[src/logic/lane_ctrl_pkg.sv]
// Constants and carrier types for the redriver lane control register bank
package lane_ctrl_pkg;

  // ==========================================================
  // Register offsets (one-byte sub-address space)
  localparam logic [7:0] GENERAL_CONTROL_ADDR = 8'h0A;
  localparam logic [7:0] LANE01_EQ_SELECT_ADDR = 8'h10;
  localparam logic [7:0] LANE23_EQ_SELECT_ADDR = 8'h11;
  localparam logic [7:0] SNOOPED_LINK_STATUS_ADDR = 8'h12;
  localparam logic [7:0] LANE_MONITOR_CONTROL_ADDR = 8'h13;

  // ==========================================================
  // Field positions
  localparam int HOTPLUG_PIN_SWAP_BIT = 5;
  localparam int EQ_REGISTER_SELECT_BIT = 4;
  localparam int HOTPLUG_FORCE_HIGH_BIT = 3;
  localparam int LINK_CONTROL_UPPER_BIT = 1;
  localparam int MONITOR_DISABLE_BIT = 7;
  localparam int POWER_STATE_LSB = 5;
  localparam int LANE_COUNT_LSB = 0;
  localparam int LANES = 4;
  localparam int EQ_W = 4;

  // ==========================================================
  // Reset values and encodings
  localparam logic [1:0] LINK_SHUTDOWN = 2'h0;
  localparam logic [1:0] LINK_IDLE = 2'h1;
  localparam logic [1:0] LINK_ENABLED = 2'h2;
  localparam logic [1:0] LINK_CONTROL_RESET = LINK_IDLE;
  localparam logic [3:0] EQ_RESET = 4'h0;
  localparam logic [1:0] POWER_STATE_RESET = 2'h0;
  localparam logic [4:0] LANE_COUNT_RESET = 5'h00;
  localparam logic [1:0] POWER_STATE_ACTIVE = 2'h1;
  localparam logic [4:0] LANE_COUNT_ONE = 5'h01;
  localparam logic [4:0] LANE_COUNT_TWO = 5'h02;
  localparam logic [4:0] LANE_COUNT_FOUR = 5'h04;
  localparam logic [3:0] MASK_ONE = 4'h1;
  localparam logic [3:0] MASK_TWO = 4'h3;
  localparam logic [3:0] MASK_FOUR = 4'hF;
  localparam logic [3:0] MASK_NONE = 4'h0;

  // ==========================================================
  // Snooped AUX locations
  localparam logic [19:0] AUX_POWER_STATE_LOC = 20'h00600;
  localparam logic [19:0] AUX_LANE_COUNT_LOC = 20'h00101;

  // ==========================================================
  // Serial port and timing
  localparam logic [6:0] TARGET_ADDR_DEFAULT = 7'h44;
  localparam logic [2:0] BIT_LAST = 3'h7;
  localparam logic [2:0] STRAP_SETTLE_CYCLES = 3'h4;

  // ==========================================================
  // Carriers
  typedef struct packed {
    logic valid;
    logic [19:0] addr;
    logic [7:0] data;
  } aux_capture_t;

  typedef struct packed {
    logic [LANES-1:0] enable;
    logic [LANES*EQ_W-1:0] eq;
  } lane_ctrl_t;

endpackage : lane_ctrl_pkg

[src/logic/pin_sync.sv]
// Three-stage pin synchroniser with agreement filter
`timescale 1ns/10ps
`default_nettype none
module pin_sync #(
  parameter int W = 1,
  parameter logic [W-1:0] INIT = '0
) (
  input wire logic REF_CLK,
  input wire logic RESET_N,
  input wire logic [W-1:0] D,
  output logic [W-1:0] Q
);
  logic [W-1:0] s1_reg, s2_reg, s3_reg, q_reg, q_next;

  // ==========================================================
  // Next value: a bit changes only once stages two and three agree
  genvar i;
  generate
    for (i = 0; i < W; i++) begin : g_bit
      always_comb begin
        q_next[i] = (s2_reg[i] == s3_reg[i]) ? s3_reg[i] : q_reg[i];
      end
    end
  endgenerate

  always_ff @(posedge REF_CLK or negedge RESET_N) begin
    if (!RESET_N) begin
      s1_reg <= INIT;
      s2_reg <= INIT;
      s3_reg <= INIT;
      q_reg <= INIT;
    end else begin
      s1_reg <= D;
      s2_reg <= s1_reg;
      s3_reg <= s2_reg;
      q_reg <= q_next;
    end
  end

  assign Q = q_reg;
endmodule // pin_sync
`default_nettype wire

[src/logic/redriver_lane_control_regs.sv]
// Lane control register bank with two-wire serial target
`timescale 1ns/10ps
`default_nettype none
// Behaviour
// - Swap bit exchanges the hotplug input pins
// - Override bit picks straps or lane fields
// - Force bit holds hotplug state high
// - Link control field, resets to idle
// - Four 4-bit lane equalization fields, reset zero
// - Without override, fields mirror strap level
// - With override, software writes set equalization
// - Power state captured from AUX, read-only
// - Monitoring on: power state gates lanes
// - Lane count captured from AUX, read-only
// - Monitoring on: lane count picks lanes
// - Monitoring off: lane off bits rule power
// - Monitoring off: lane count ignored
// - Upper link bit falling clears power state
// - Upper link bit falling clears lane count
// - Monitor disable bit, resets to enabled
// - Lane off bits act only unmonitored
// - Address, sub-address, auto-increment data bytes
module redriver_lane_control_regs
  import lane_ctrl_pkg::*;
#(
  parameter logic [6:0] TARGET_ADDR = TARGET_ADDR_DEFAULT
) (
  input wire logic REF_CLK,
  input wire logic RESET_N,
  input wire logic SCL_IN,
  input wire logic SDA_IN,
  output logic SDA_OUT,
  output logic SDA_OE,
  input wire logic HOTPLUG_PIN_A,
  input wire logic HOTPLUG_PIN_B,
  input wire logic [3:0] EQ_STRAP_PINS,
  input wire aux_capture_t AUX_CAPTURE,
  output logic HOTPLUG_STATE,
  output logic LINK_SHUTDOWN_N,
  output lane_ctrl_t LANE_CTRL
);

  typedef enum logic [8:0] {
    S_IDLE = 9'h001,
    S_ADDR = 9'h002,
    S_ADDR_ACK = 9'h004,
    S_SUB = 9'h008,
    S_SUB_ACK = 9'h010,
    S_WDATA = 9'h020,
    S_WDATA_ACK = 9'h040,
    S_RDATA = 9'h080,
    S_RACK = 9'h100
  } i2c_state_t;

  // ==========================================================
  // Pin synchronisers
  logic scl_f, sda_f, hp_a_f, hp_b_f;
  logic [3:0] strap_f;

  pin_sync #(.W(2), .INIT(2'h3)) u_bus_sync (
    .REF_CLK(REF_CLK),
    .RESET_N(RESET_N),
    .D({SCL_IN, SDA_IN}),
    .Q({scl_f, sda_f})
  );

  pin_sync #(.W(6), .INIT(6'h00)) u_pin_sync (
    .REF_CLK(REF_CLK),
    .RESET_N(RESET_N),
    .D({HOTPLUG_PIN_A, HOTPLUG_PIN_B, EQ_STRAP_PINS}),
    .Q({hp_a_f, hp_b_f, strap_f})
  );

  // ==========================================================
  // Bus edge detection
  logic scl_prev_reg, sda_prev_reg;
  logic scl_rise, scl_fall, start_cond, stop_cond;

  always_ff @(posedge REF_CLK or negedge RESET_N) begin
    if (!RESET_N) begin
      scl_prev_reg <= 1'b1;
      sda_prev_reg <= 1'b1;
    end else begin
      scl_prev_reg <= scl_f;
      sda_prev_reg <= sda_f;
    end
  end

  always_comb begin
    scl_rise = scl_f & ~scl_prev_reg;
    scl_fall = ~scl_f & scl_prev_reg;
    start_cond = scl_f & scl_prev_reg & sda_prev_reg & ~sda_f;
    stop_cond = scl_f & scl_prev_reg & ~sda_prev_reg & sda_f;
  end

  // ==========================================================
  // Register state
  logic swap_reg, swap_next, eqsel_reg, eqsel_next, force_reg, force_next;
  logic [1:0] ctl_reg, ctl_next;
  logic ctl_up_prev_reg;
  logic [LANES*EQ_W-1:0] eq_reg, eq_next;
  logic [1:0] pwr_reg, pwr_next;
  logic [4:0] lcnt_reg, lcnt_next;
  logic mon_off_reg, mon_off_next;
  logic [LANES-1:0] lane_off_reg, lane_off_next;
  logic [3:0] strap_level_reg, strap_level_next;
  logic [2:0] strap_cnt_reg, strap_cnt_next;
  logic strap_done_reg, strap_done_next;

  // ==========================================================
  // Serial target state
  i2c_state_t st_reg, st_next;
  logic [7:0] sh_reg, sh_next, ptr_reg, ptr_next;
  logic [2:0] cnt_reg, cnt_next;
  logic done_reg, done_next, rw_reg, rw_next, mack_reg, mack_next;
  logic oe_reg, oe_next;
  logic wr_strobe;
  logic [7:0] rd_data;

  // Read mux; unmapped offsets and reserved bits return zero
  always_comb begin
    rd_data = 8'h00;
    case (ptr_reg)
      GENERAL_CONTROL_ADDR: begin
        rd_data[HOTPLUG_PIN_SWAP_BIT] = swap_reg;
        rd_data[EQ_REGISTER_SELECT_BIT] = eqsel_reg;
        rd_data[HOTPLUG_FORCE_HIGH_BIT] = force_reg;
        rd_data[LINK_CONTROL_UPPER_BIT:0] = ctl_reg;
      end
      LANE01_EQ_SELECT_ADDR: rd_data = eq_reg[2*EQ_W-1:0];
      LANE23_EQ_SELECT_ADDR: rd_data = eq_reg[4*EQ_W-1:2*EQ_W];
      SNOOPED_LINK_STATUS_ADDR: begin
        rd_data[POWER_STATE_LSB+1:POWER_STATE_LSB] = pwr_reg;
        rd_data[LANE_COUNT_LSB+4:LANE_COUNT_LSB] = lcnt_reg;
      end
      LANE_MONITOR_CONTROL_ADDR: begin
        rd_data[MONITOR_DISABLE_BIT] = mon_off_reg;
        rd_data[LANES-1:0] = lane_off_reg;
      end
      default: rd_data = 8'h00;
    endcase
  end

  always_comb begin
    st_next = st_reg;
    sh_next = sh_reg;
    ptr_next = ptr_reg;
    cnt_next = cnt_reg;
    done_next = done_reg;
    rw_next = rw_reg;
    mack_next = mack_reg;
    oe_next = oe_reg;
    wr_strobe = 1'b0;
    if (start_cond) begin
      st_next = S_ADDR;
      cnt_next = 3'h0;
      done_next = 1'b0;
      oe_next = 1'b0;
    end else if (stop_cond) begin
      st_next = S_IDLE;
      oe_next = 1'b0;
    end else begin
      case (st_reg)
        S_IDLE: st_next = S_IDLE;
        S_ADDR, S_SUB, S_WDATA: begin
          if (scl_rise) begin
            sh_next = {sh_reg[6:0], sda_f};
            cnt_next = cnt_reg + 3'h1;
            done_next = (cnt_reg == BIT_LAST);
          end else if (scl_fall && done_reg) begin
            done_next = 1'b0;
            oe_next = 1'b1;
            if (st_reg == S_ADDR) begin
              rw_next = sh_reg[0];
              if (sh_reg[7:1] == TARGET_ADDR) begin
                st_next = S_ADDR_ACK;
              end else begin
                st_next = S_IDLE;
                oe_next = 1'b0;
              end
            end else if (st_reg == S_SUB) begin
              ptr_next = sh_reg;
              st_next = S_SUB_ACK;
            end else begin
              // Successive bytes land in successive offsets
              wr_strobe = 1'b1;
              ptr_next = ptr_reg + 8'h01;
              st_next = S_WDATA_ACK;
            end
          end
        end
        S_ADDR_ACK, S_SUB_ACK, S_WDATA_ACK: begin
          if (scl_fall) begin
            cnt_next = 3'h0;
            if (st_reg == S_ADDR_ACK && rw_reg) begin
              sh_next = rd_data;
              ptr_next = ptr_reg + 8'h01;
              oe_next = ~rd_data[7];
              st_next = S_RDATA;
            end else begin
              oe_next = 1'b0;
              st_next = (st_reg == S_ADDR_ACK) ? S_SUB : S_WDATA;
            end
          end
        end
        S_RDATA: begin
          if (scl_rise) begin
            cnt_next = cnt_reg + 3'h1;
            done_next = (cnt_reg == BIT_LAST);
          end else if (scl_fall) begin
            if (done_reg) begin
              done_next = 1'b0;
              oe_next = 1'b0;
              st_next = S_RACK;
            end else begin
              sh_next = {sh_reg[6:0], 1'b0};
              oe_next = ~sh_reg[6];
            end
          end
        end
        S_RACK: begin
          if (scl_rise) begin
            mack_next = ~sda_f;
          end else if (scl_fall) begin
            cnt_next = 3'h0;
            if (mack_reg) begin
              sh_next = rd_data;
              ptr_next = ptr_reg + 8'h01;
              oe_next = ~rd_data[7];
              st_next = S_RDATA;
            end else begin
              st_next = S_IDLE;
            end
          end
        end
        default: begin
          st_next = S_IDLE;
          oe_next = 1'b0;
        end
      endcase
    end
  end

  always_ff @(posedge REF_CLK or negedge RESET_N) begin
    if (!RESET_N) begin
      st_reg <= S_IDLE;
      sh_reg <= 8'h00;
      ptr_reg <= 8'h00;
      cnt_reg <= 3'h0;
      done_reg <= 1'b0;
      rw_reg <= 1'b0;
      mack_reg <= 1'b0;
      oe_reg <= 1'b0;
    end else begin
      st_reg <= st_next;
      sh_reg <= sh_next;
      ptr_reg <= ptr_next;
      cnt_reg <= cnt_next;
      done_reg <= done_next;
      rw_reg <= rw_next;
      mack_reg <= mack_next;
      oe_reg <= oe_next;
    end
  end

  // ==========================================================
  // Strap capture after reset release; pins must settle first
  always_comb begin
    strap_cnt_next = strap_cnt_reg;
    strap_done_next = strap_done_reg;
    strap_level_next = strap_level_reg;
    if (!strap_done_reg) begin
      strap_cnt_next = strap_cnt_reg + 3'h1;
      if (strap_cnt_reg == STRAP_SETTLE_CYCLES) begin
        strap_level_next = strap_f;
        strap_done_next = 1'b1;
      end
    end
  end

  // ==========================================================
  // Control registers and snoop capture
  logic ctl_fall, wr_gen, wr_mon;

  always_comb begin
    wr_gen = wr_strobe && (ptr_reg == GENERAL_CONTROL_ADDR);
    wr_mon = wr_strobe && (ptr_reg == LANE_MONITOR_CONTROL_ADDR);
    ctl_fall = ctl_up_prev_reg & ~ctl_reg[LINK_CONTROL_UPPER_BIT];
    swap_next = swap_reg;
    eqsel_next = eqsel_reg;
    force_next = force_reg;
    ctl_next = ctl_reg;
    mon_off_next = mon_off_reg;
    lane_off_next = lane_off_reg;
    pwr_next = pwr_reg;
    lcnt_next = lcnt_reg;
    if (wr_gen) begin
      swap_next = sh_reg[HOTPLUG_PIN_SWAP_BIT];
      eqsel_next = sh_reg[EQ_REGISTER_SELECT_BIT];
      force_next = sh_reg[HOTPLUG_FORCE_HIGH_BIT];
      ctl_next = sh_reg[LINK_CONTROL_UPPER_BIT:0];
    end
    if (wr_mon) begin
      mon_off_next = sh_reg[MONITOR_DISABLE_BIT];
      lane_off_next = sh_reg[LANES-1:0];
    end
    // clear on upper bit fall; a capture in the same cycle wins
    if (ctl_fall) begin
      pwr_next = POWER_STATE_RESET;
      lcnt_next = LANE_COUNT_RESET;
    end
    if (AUX_CAPTURE.valid && AUX_CAPTURE.addr == AUX_POWER_STATE_LOC) begin
      pwr_next = AUX_CAPTURE.data[1:0];
    end
    if (AUX_CAPTURE.valid && AUX_CAPTURE.addr == AUX_LANE_COUNT_LOC) begin
      lcnt_next = AUX_CAPTURE.data[4:0];
    end
  end

  // ==========================================================
  // Per-lane equalization and power
  logic [LANES-1:0] snoop_mask, lane_on;

  always_comb begin
    case (lcnt_reg)
      LANE_COUNT_ONE: snoop_mask = MASK_ONE;
      LANE_COUNT_TWO: snoop_mask = MASK_TWO;
      LANE_COUNT_FOUR: snoop_mask = MASK_FOUR;
      default: snoop_mask = MASK_NONE;
    endcase
    if (pwr_reg != POWER_STATE_ACTIVE) begin
      snoop_mask = MASK_NONE;
    end
  end

  genvar ln;
  generate
    for (ln = 0; ln < LANES; ln++) begin : g_lane
      localparam logic [7:0] LANE_ADDR = (ln < 2) ? LANE01_EQ_SELECT_ADDR : LANE23_EQ_SELECT_ADDR;
      localparam int NIB = (ln % 2) * EQ_W;
      always_comb begin
        eq_next[ln*EQ_W +: EQ_W] = eq_reg[ln*EQ_W +: EQ_W];
        if (!eqsel_reg) begin
          eq_next[ln*EQ_W +: EQ_W] = strap_level_reg;
        end else if (wr_strobe && ptr_reg == LANE_ADDR) begin
          eq_next[ln*EQ_W +: EQ_W] = sh_reg[NIB +: EQ_W];
        end
        lane_on[ln] = mon_off_reg ? ~lane_off_reg[ln] : snoop_mask[ln];
      end
    end
  endgenerate

  always_ff @(posedge REF_CLK or negedge RESET_N) begin
    if (!RESET_N) begin
      swap_reg <= 1'b0;
      eqsel_reg <= 1'b0;
      force_reg <= 1'b0;
      ctl_reg <= LINK_CONTROL_RESET;
      ctl_up_prev_reg <= LINK_CONTROL_RESET[LINK_CONTROL_UPPER_BIT];
      mon_off_reg <= 1'b0;
      lane_off_reg <= '0;
      pwr_reg <= POWER_STATE_RESET;
      lcnt_reg <= LANE_COUNT_RESET;
      eq_reg <= {LANES{EQ_RESET}};
      strap_level_reg <= EQ_RESET;
      strap_cnt_reg <= 3'h0;
      strap_done_reg <= 1'b0;
    end else begin
      swap_reg <= swap_next;
      eqsel_reg <= eqsel_next;
      force_reg <= force_next;
      ctl_reg <= ctl_next;
      ctl_up_prev_reg <= ctl_reg[LINK_CONTROL_UPPER_BIT];
      mon_off_reg <= mon_off_next;
      lane_off_reg <= lane_off_next;
      pwr_reg <= pwr_next;
      lcnt_reg <= lcnt_next;
      eq_reg <= eq_next;
      strap_level_reg <= strap_level_next;
      strap_cnt_reg <= strap_cnt_next;
      strap_done_reg <= strap_done_next;
    end
  end

  // ==========================================================
  // Outputs; lanes stay dark unless the link is enabled
  logic hp_next, hp_reg, shut_n_reg;
  lane_ctrl_t lane_ctrl_reg, lane_ctrl_next;

  always_comb begin
    hp_next = force_reg | (swap_reg ? hp_b_f : hp_a_f);
    lane_ctrl_next.eq = eq_reg;
    lane_ctrl_next.enable = (ctl_reg == LINK_ENABLED) ? lane_on : '0;
  end

  always_ff @(posedge REF_CLK or negedge RESET_N) begin
    if (!RESET_N) begin
      hp_reg <= 1'b0;
      shut_n_reg <= 1'b1;
      lane_ctrl_reg <= '0;
    end else begin
      hp_reg <= hp_next;
      shut_n_reg <= (ctl_reg != LINK_SHUTDOWN);
      lane_ctrl_reg <= lane_ctrl_next;
    end
  end

  assign SDA_OUT = 1'b0;
  assign SDA_OE = oe_reg;
  assign HOTPLUG_STATE = hp_reg;
  assign LINK_SHUTDOWN_N = shut_n_reg;
  assign LANE_CTRL = lane_ctrl_reg;
endmodule // redriver_lane_control_regs
`default_nettype wire

[config.mk]
export PLATFORM = sky130hd
export DESIGN_NAME = redriver_lane_control_regs
export DESIGN_NICKNAME = d
export VERILOG_FILES = /design/src/logic/lane_ctrl_pkg.sv /design/src/logic/pin_sync.sv /design/src/logic/redriver_lane_control_regs.sv
export SDC_FILE = /design/constraint.sdc
export NUM_CORES = 1
export LEC_CHECK = 0
export ABC_AREA = 1
export BUFFER_PORTS_ARGS = -buffer_cell sky130_fd_sc_hd__clkbuf_2
export CAP_MARGIN = 30
export CORE_MARGIN = 2
export CORE_UTILIZATION = 30
export CTS_CLUSTER_SIZE = 10
export DETAILED_ROUTE_END_ITERATION = 8
export REMOVE_ABC_BUFFERS = 1
export SLEW_MARGIN = 20
export SYNTH_ARGS = -nofsm -noshare
export SYNTH_HDL_FRONTEND = slang
export SYNTH_SLANG_ARGS = --single-unit
[constraint.sdc]
create_clock -name REF_CLK -period 2.65 [get_ports REF_CLK]
set_input_delay 0.53 -clock REF_CLK [delete_from_list [all_inputs] [get_ports REF_CLK]]
set_output_delay 0.53 -clock REF_CLK [all_outputs]
set_load 0.1 [all_outputs]
* Word level (Yosys, flattened, before mapping) *
Index checks and enable logic that the tools add are counted.

cells by class
  add/subtract/negate cells = 3
  eq/ne operators = 61
  mux-type cells = 100
  bitwise logic cells = 24
  reductions and logical operators = 27

operator list
  operator                                         count
  two-way mux 8 bit                                20
  two-way mux 9 bit                                11
  != test 4 bit, second input constant             11
  two-way mux 4 bit                                10
  one-hot mux 9 bit (4 select lines)               1
  two-way mux 1 bit                                34
  == test 8 x 5 -> 1 bit, second input constant    4
  one-hot mux 8 bit (4 select lines)               1
  != test 2 bit, second input constant             13
  one-hot mux 8 bit (3 select lines)               1
  == test 20 x 11 -> 1 bit, second input constant  1
  == test 20 x 9 -> 1 bit, second input constant   1
  two-way mux 3 bit                                6
  NOT 1 bit                                        15
  one-hot mux 4 bit (3 select lines)               1
  AND reduction 12 bit                             1
  AND reduction 4 bit                              3
  AND reduction 11 bit                             1
  two-way mux 5 bit                                2
  one-hot mux 1 bit (5 select lines)               2
  one-hot mux 2 bit (5 select lines)               1
  == test 9 x 1 -> 1 bit, second input constant    1
  == test 9 x 2 -> 1 bit, second input constant    1
  == test 9 x 3 -> 1 bit, second input constant    1
  39 further kinds                                 72

storage, ports and cells
  register bits = 130
  input bits = 39
  output and inout bits = 24
  logic and storage cells = 257

* Depth between registers and ports, before layout *
Gate-level depths: netlist of the first run.

  depth in word-level cells = 11
  mapped depth = 14
  gate-level depth less buffers = 14

* By module *
From an unflattened synthesis of the first run, not the netlist that was laid out.

second synthesis, totals
  cells, all modules = 770
  area, all modules = 6229.7 um2

by module, submodules not included
  module                      instances  cells each  area each (um2)  sequential area each (um2)
  redriver_lane_control_regs  1          706         5288.8           2458.6
  pin_sync at u_pin_sync      1          48          698.2            600.6
  pin_sync at u_bus_sync      1          16          242.7            210.2

* Least setup slack after synthesis of the first run *
Ideal clock, no wire load.

  kind = register to register
  start = register scl_prev_reg
  end = register eq_reg[15]
  library setup time = 0.127 ns
  data arrival time = 1.915 ns
  data required time = 2.523 ns
  slack = 0.608 ns
  stages on the path, launching flop included = 10
  clock period less this slack = 2.042 ns
  path through = dfstp_2 inv_1 ha_1 inv_1 nand3_1 nor2_4 nand2_4 o21ai_2 buf_6 mux2_1

between the ends
  longest elaborated chain between the ends = 9

ends and longest elaborated chain
  what                                         line                               text
  start, declared                              redriver_lane_control_regs.sv:76   logic scl_prev_reg, sda_prev_reg;
  start signal, assigned                       redriver_lane_control_regs.sv:84   scl_prev_reg <= scl_f;
  bitwise AND 1 bit                            redriver_lane_control_regs.sv:91   scl_fall = ~scl_f & scl_prev_reg;
  logical AND 1 bit                            redriver_lane_control_regs.sv:170  end else if (scl_fall && done_reg) begin
  two-way mux 1 bit                            redriver_lane_control_regs.sv:170
  two-way mux 1 bit                            redriver_lane_control_regs.sv:166  if (scl_rise) begin
  two-way mux 1 bit                            redriver_lane_control_regs.sv:163  case (st_reg)
  two-way mux 1 bit                            redriver_lane_control_regs.sv:159  end else if (stop_cond) begin
  two-way mux 1 bit (*)                        redriver_lane_control_regs.sv:154  if (start_cond) begin
  logical AND 1 bit (*)                        redriver_lane_control_regs.sv:345  end else if (wr_strobe && ptr_reg == LANE_ADDR) begin
  != test 2 x 1 -> 1 bit (no source line) (*)  -
  end signal, assigned                         redriver_lane_control_regs.sv:364  eq_reg <= {LANES{EQ_RESET}};
  end signal, assigned                         redriver_lane_control_regs.sv:378  eq_reg <= eq_next;
  end, declared                                redriver_lane_control_regs.sv:101  logic [LANES*EQ_W-1:0] eq_reg, eq_next;

Every way passes the cells marked *; elsewhere a longest branch is shown, timed or not.
A chain may end at the register's enable or synchronous reset.

* Final worst setup path of the first run *
  start = register scl_prev_reg
  end = register eq_reg[8]

The elaborated chain is that of the path after synthesis.

==> results of run 1 <==
-- kinds of logic after synthesis --
logic type,after synthesis,share of synthesized area (%)
mux,15,3.00
compound gates,102,8.89
buf+inv,109,7.06
simple gates,323,24.9
fa+ha+maj,19,3.43
xor+xnor,8,1.10
flops,130,51.5
other cells,1,0.0591
-- how the worst min path moves through the flow --
stage	end	slack (ns)	cells past startpoint
detailed placement	u_pin_sync.s2_reg[4]	0.34	0
global route	cnt_reg[2]	0.14	1
finish	cnt_reg[2]	0.10	1
global placement	u_pin_sync.s2_reg[4]	0.33	0
CTS	cnt_reg[2]	0.12	1
floorplan	HOTPLUG_STATE	0.23	0
-- cell type report --
| cell class | instances | area share (%) |
|---|---|---|
| Sequential cell | 130 | 43.0 |
| Tap cell | 275 | 4.52 |
| Clock inverter | 13 | 2.27 |
| Multi-Input combinational cell | 468 | 34.6 |
| Clock buffer | 19 | 5.69 |
| Inverter | 100 | 5.02 |
| Timing Repair Buffer | 67 | 4.95 |
-- report_power, final --
group          internal (mW)  total, mW  switching (mW)
clock network           1.50       2.40           0.905
registers               2.12       2.20          0.0845
logic                  0.160      0.623           0.464
total                   3.78       5.23            1.45
-- layer usage --
| layer | global-route usage (%) | routed length [um] | vias to the layer above | part of all wire, % |
|---|---|---|---|---|
| met5 | 0 | 0 | - | 0 |
| met1 | 19.1 | 7070 | 2331 | 49 |
| met4 | 4.29 | 160 | 0 | 1.1 |
| li1 | - | - | 2438 | - |
| met3 | 3.29 | 736 | 13 | 5.1 |
| met2 | 21.0 | 6410 | 147 | 45 |
-- cells in the mapped netlist, types with 10 or more instances --
cell type	number	area (um^2)
nand2_1	158	593
ha_1	11	138
nand2_2	15	93.8
o21ai_1	10	50.1
inv_1	93	349
o21ai_0	60	300
dfstp_2	13	342
nor2_1	46	173
nor3_1	14	70.1
dfrtp_1	117	2930
nand3_1	46	230
a21oi_1	16	80.1
-- critical path, cell delays in order (launching register included) --
cell and delay [ns]:
dfstp_2 0.54, inv_1 0.04, ha_1 0.22, inv_1 0.10, nand3_1 0.12, nor2_4 0.21
nand2_4 0.11, o21ai_2 0.22, buf_4 0.21, mux2_2 0.34
-- metrics by stage --
stage          instances  hold slack [ns]  utilization, %  worst slack [ns]  area (um^2)
2_1_floorplan        698            0.234               -             0.544         6280
3_3_place_gp        1040            0.332            33.5             0.465         7000
3_5_place_dp        1040            0.336            33.5             0.441         7000
4_1_cts             1072            0.116            36.4             0.412         7610
5_1_grt             1072            0.138            36.4             0.268         7610
6_report            1072            0.104            36.4             0.407         7610
==> impl_metrics.py, run 1 <==
metrics = {
    "setup_path": {
        "startpoint": "scl_prev_reg",
        "critical_path_peak_fanout": 9,
        "startpoint_type": "register",
        "crit-reg2reg-launch": "scl_prev_reg",
        "crit_required_ns": 2.95,
        "criticalPathCategory": "register to register",
        "crit_arrival_ns": 2.55,
        "worstSetupEndpoint": "eq_reg[8]",
        "endpoint_kind": "register",
        "r2r_cells": 9,
        "regToRegSetupSlack_ns": 0.41,
        "worst_r2r_endpoint": "eq_reg[8]",
    },
    "sta": {
        "grt_setup_unrepaired": "false",
        "maxSlewViolCount": 0,
        "post-route-min-period_ns": 2.24,
        "finalSetupTns_ns": 0,
        "relSlewSlack_pct": 58.3,
        "min_period_over_period_pct": 84.6,
        "setup_violations": 0,
        "transition_time_of_the_tightest_slew_check_pin_ns": 0.626,
        "hold_violations": 0,
        "peak_clock_frequency_supported_by_timing_mhz": 446,
        "worst_clock_skew_ns": 0.00822,
    },
    "cts": {
        "cts_inserted_buffers": 17,
        "cts_hold_buffers": 0,
        "number_of_sinks_driven_by_the_clock_tree": 130,
        "clock_tree_from_tritoncts": "done",
        "cts.clk_slew.worst_paths_ns": 0.06,
        "clock_tree.htree_level_count": 4,
        "clock_tree_root": "clkbuf_16",
        "clk_path_buf_depth": 2,
        "post_cts.repair.setup_buffers": 0,
        "worst_skew_pair.late_latency_ns": 0.42,
        "cts_resized": 0,
    },
    "logic_synthesis": {
        "synth_enable_flop_cells": 0,
        "avgSynthCellArea_um2": 8.98,
        "netlist_instances": 707,
        "netlist-cell-type-count": 51,
        "synth_flop_cell": "dfrtp_1",
        "async_reset_ff_share_pct": 100,
        "yosysSeqAreaShare_pct": 51.5,
        "yosysWarningCount": 0,
        "netlist_area_um2": 6350,
        "synth_seq_cells": 130,
    },
    "final_layout": {
        "syn_to_final_growth_pct": 19.9,
        "antenna_cells": 0,
        "final_common_cell": "nand2_1",
        "fill_cells": 2107,
        "multi_input_area_um2": 2630,
        "seq_area_um2": 3270,
        "largest_reg_flops": 20,
        "layout.nets": 834,
        "layout_common_cells": "nand2_1 (158), dfrtp_1 (117), inv_1 (93)",
        "drive_above_1_share_pct": 22.8,
    },
    "placed_design": {
        "port_buffers": 58,
        "gpl.final_weighted_congestion": 0.898,
        "hpwlAfterDp_um": 10800,
    },
    "global_route": {
        "via_count_of_the_first_global_routing_pass": 4696,
        "grt_antenna_before_repair": 0,
        "grt_start_max_net_pins": 70,
        "overall_global_routing_usage_pct": 13.7,
        "grt_pass1_wl_um": 23800,
        "grt_remaining_overflow": 0,
    },
    "floorplan": {
        "die_area_um2": 22300,
        "floorplan.io_pins": 63,
        "floorplan.initialDensity_pct": 30.4,
        "fp.dieW_um": 149,
        "placement_row_count": 53,
        "dieHeight_um": 149,
        "core_um2": 20900,
    },
    "power": {
        "peakVddDrop_v": 0.000317,
        "totalPowerFinal_mw": 5.23,
        "pwr_density_cell_nw_per_um2": 688,
        "static-leakage-power_nw": 3.81,
    },
    "drt": {
        "post_drt_via_cell_ratio": 4.60,
        "detailedRoute.firstIterationViolations": 425,
        "remaining_drc_errors": 0,
        "antenna_left": 0,
        "drt-pass1-iter-count": 5,
        "wl_um": 14400,
        "detailroute.via_count": 4929,
        "wire_per_inst_um": 13.4,
    },
    "worst_hold_path": {
        "worstHoldPathType": "input pin to async pin",
    },
    "job": {
        "max_cap_violations": 0,
    },
    "outcome": {
        "run_status": "complete, no violations",
    },
}
No activity file was read; power rests on OpenSTA's default activity.
==> run 2: changes to the inputs <==
--- a/config.mk
+++ b/config.mk
@@ -5,7 +5,7 @@
 export SDC_FILE = /design/constraint.sdc
 export NUM_CORES = 1
 export LEC_CHECK = 0
-export ABC_AREA = 1
+export ABC_AREA = 0
 export BUFFER_PORTS_ARGS = -buffer_cell sky130_fd_sc_hd__clkbuf_2
 export CAP_MARGIN = 30
 export CORE_MARGIN = 2
==> constraint.sdc (replaced) <==
create_clock -name REF_CLK -period 2.2 [get_ports REF_CLK]
set_input_delay 0.44 -clock REF_CLK [delete_from_list [all_inputs] [get_ports REF_CLK]]
set_output_delay 0.44 -clock REF_CLK [all_outputs]
set_load 0.1 [all_outputs]
==> run 2 against run 1 <==
  * The run now ends with negative setup slack left
  * Largest cell class unchanged
  * Via count shrank 6.2%
  * Sequential cell count unchanged
  * Critical path depth is 2 lower
  * Utilization increased by 4.5 points
==> impl_metrics.py, run 2 <==
metrics = {
    "setup_path": {
        "crit_path_top_delay_cell": "or4_4",
        "r2r_cells": 7,
        "crit_required_ns": 2.49,
        "endpoint_kind": "register",
        "critical_path_peak_fanout": 8,
        "cp_cell_sequence": "or4_4, or4_4, nand2_4, a311oi_4, nor3_4, buf_12, mux2_4",
        "slowest_delay_ns": 0.55,
        "criticalPathCategory": "register to register",
        "startpoint": "st_reg[3]",
        "worstSetupEndpoint": "sh_reg[4]",
        "worst_r2r_endpoint": "sh_reg[4]",
        "crit-reg2reg-launch": "st_reg[3]",
        "critical-path-top-cell-by-count": "or4_4",
        "startpoint_type": "register",
        "crit_arrival_ns": 2.75,
        "regToRegSetupSlack_ns": -0.25,
    },
    "sta": {
        "grt_setup_unrepaired": "true",
        "final_critical_path_setup_slack_ns": -0.254,
        "transition_time_of_the_tightest_slew_check_pin_ns": 0.694,
        "peak_clock_frequency_supported_by_timing_mhz": 408,
        "setup_violations": 35,
        "hold_slack_ns": 0.110,
        "worst_clock_skew_ns": 0.00803,
        "finalSetupTns_ns": -4.98,
        "min_period_over_period_pct": 112,
        "maxSlewViolCount": 0,
        "post-route-min-period_ns": 2.45,
        "hold_violations": 0,
        "relSlewSlack_pct": 53.7,
    },
    "final_layout": {
        "layout_common_cells": "dfrtp_1 (117), buf_4 (65), clkbuf_2 (57)",
        "final_common_cell": "dfrtp_1",
        "drive_above_1_share_pct": 41.2,
        "syn_to_final_growth_pct": 34.9,
        "layout.nets": 699,
        "fill_cells": 1758,
        "largest_reg_flops": 20,
        "final_area_um2": 7920,
        "stdcell_count": 927,
        "utilization_of_the_core_after_routing_pct": 40.9,
        "antenna_cells": 0,
    },
    "logic_synthesis": {
        "synth_flop_cell": "dfrtp_1",
        "netlist_top_cells_count": "dfrtp_1 (117), nand2_1 (57), mux2_2 (45), nor2_1 (37), a21oi_1 (24)",
        "synth_seq_cells": 130,
        "yosysWarningCount": 0,
        "synth_area_leader_cell": "dfrtp_1",
        "synth_enable_flop_cells": 0,
        "netlist_instances": 518,
        "netlist-cell-type-count": 64,
        "cell_types_with_the_largest_area_share_after_synthesis": "dfrtp_1 (50%), mux2_2 (8.6%), dfstp_2 (5.8%)",
        "yosysSeqAreaShare_pct": 55.7,
        "netlist_area_um2": 5870,
        "async_reset_ff_share_pct": 100,
        "post-synth-top-area-fraction_pct": 49.9,
        "yosys.cell_count.top_type": "dfrtp_1",
        "avgSynthCellArea_um2": 11.3,
    },
    "global_route": {
        "grt_start_max_net_pins": 131,
        "via_count_of_the_first_global_routing_pass": 4616,
        "grt_remaining_overflow": 0,
        "grt_pass1_wl_um": 23400,
        "overall_global_routing_usage_pct": 14.4,
        "grt_antenna_before_repair": 0,
    },
    "cts": {
        "worst_skew_pair.late_latency_ns": 0.41,
        "cts_hold_buffers": 0,
        "clock_tree_root": "clkbuf_16",
        "cts.clk_slew.worst_paths_ns": 0.06,
        "clock_tree_from_tritoncts": "done",
        "cts_inserted_buffers": 17,
        "clk_path_buf_depth": 2,
        "clock_tree.htree_level_count": 4,
        "number_of_sinks_driven_by_the_clock_tree": 130,
    },
    "drt": {
        "wire_per_inst_um": 15.3,
        "dr.max_layer_used": "met4",
        "remaining_drc_errors": 0,
        "post_drt_via_cell_ratio": 4.99,
        "detailedRoute.firstIterationViolations": 452,
        "detailroute.via_count": 4622,
        "met1_length_um": 6310,
        "drt-pass1-iter-count": 5,
        "dr_wl_met3_um": 764,
        "antenna_left": 0,
        "wl_um": 14200,
        "dr_wl_met2_um": 6860,
    },
    "placed_design": {
        "pre_cts_slack_ns": -0.329,
        "gpl.final_weighted_congestion": 0.920,
        "instance_area_at_placement_um2": 6900,
        "port_buffers": 58,
        "dp.cells": 883,
        "hpwlAfterDp_um": 9800,
    },
    "job": {
        "max_cap_violations": 0,
    },
    "floorplan": {
        "fp.dieW_um": 144,
        "core_um2": 19300,
        "floorplan.initialDensity_pct": 30.4,
        "dieHeight_um": 144,
        "floorplan.io_pins": 63,
        "placement_row_count": 51,
        "die_area_um2": 20700,
    },
    "outcome": {
        "run_status": "finished, violations left",
        "violations_in_the_final_reports": "negative setup slack",
    },
    "power": {
        "totalPowerFinal_mw": 6.07,
        "peakVddDrop_v": 0.000561,
        "static-leakage-power_nw": 3.56,
        "pwr_density_cell_nw_per_um2": 767,
    },
    "worst_hold_path": {
        "worstHoldPathType": "input pin to register",
        "worstHoldStart": "SCL_IN",
    },
}
## run 2: cell types whose count changed after synthesis, moves of 9 or more
| cell | previous run | this run |
|---|---|---|
| o21ai_0 | 60 | 17 |
| nor2_1 | 46 | 37 |
| clkbuf_1 | 2 | 17 |
| mux2_2 | 6 | 45 |
| nand2_1 | 158 | 57 |
| a22oi_1 | 0 | 11 |
| inv_1 | 93 | 16 |
| nand3_1 | 46 | 12 |
| nand2_2 | 15 | 0 |
## run 2: critical path: cells and delay by family (launching register included)
kind	cells	cell delay, ns
buffers and inverters	1	0.16
AND/OR/NAND/NOR	4	1.40
flip-flops	1	0.38
AO/OA/AOI/OAI	1	0.09
multiplexers	1	0.30
## run 2: where the power goes
group / internal (mW) / switching (mW) / total [mW]
registers: 2.51 / 0.0584 / 2.57
clock network: 1.88 / 1.04 / 2.92
logic: 0.154 / 0.430 / 0.583
total: 4.54 / 1.53 / 6.07
## run 2: area by class of cell
type | count | area, um^2 | area share [%]
clock inverters | 11 | 150 | 1.90
flip-flops and latches | 130 | 3270 | 41.3
inverters | 16 | 60.1 | 0.759
repair buffers | 133 | 915 | 11.6
clock buffers | 21 | 470 | 5.94
multi-input cells | 351 | 2720 | 34.4
well taps | 265 | 332 | 4.19
## run 2: cells by family (layout without fill, tap and decap cells)
family	count (synthesis)	after routing	synth area share (%)
AND/OR/NAND/NOR	171	171	14.9
flip-flops	130	130	55.7
AO/OA/AOI/OAI	103	103	12.5
multiplexers	50	50	9.49
buffers and inverters	37	181	2.58
adder cells (fa/ha/maj)	19	19	3.71
XOR/XNOR	7	7	1.04
other	1	1	0.0639
## run 2: what timing repair did
action | 4_1_cts | 5_1_grt
setup endpoints to repair | 52 | 55
gates resized for setup | 34 | 35
cloned | 0 | 0
buffers inserted | 5 | 7
pin swaps | 24 | 14
## run 2: routing by layer
metal  global-route usage (%)  up-vias
met5                        0        -
met4                     5.26        0
met3                     3.20       26
met2                     22.6      138
met1                     19.6     2316
li1                         -     2142
## run 2: how the worst min path moves through the flow
stage,depth (start not counted),slack (ns),to
floorplan,0,0.14,HOTPLUG_STATE
global placement,0,0.33,u_pin_sync.s2_reg[3]
detailed placement,0,0.34,u_pin_sync.s2_reg[3]
CTS,1,0.09,u_bus_sync.s1_reg[0]
global route,1,0.1,u_bus_sync.s1_reg[1]
finish,1,0.11,u_bus_sync.s1_reg[1]
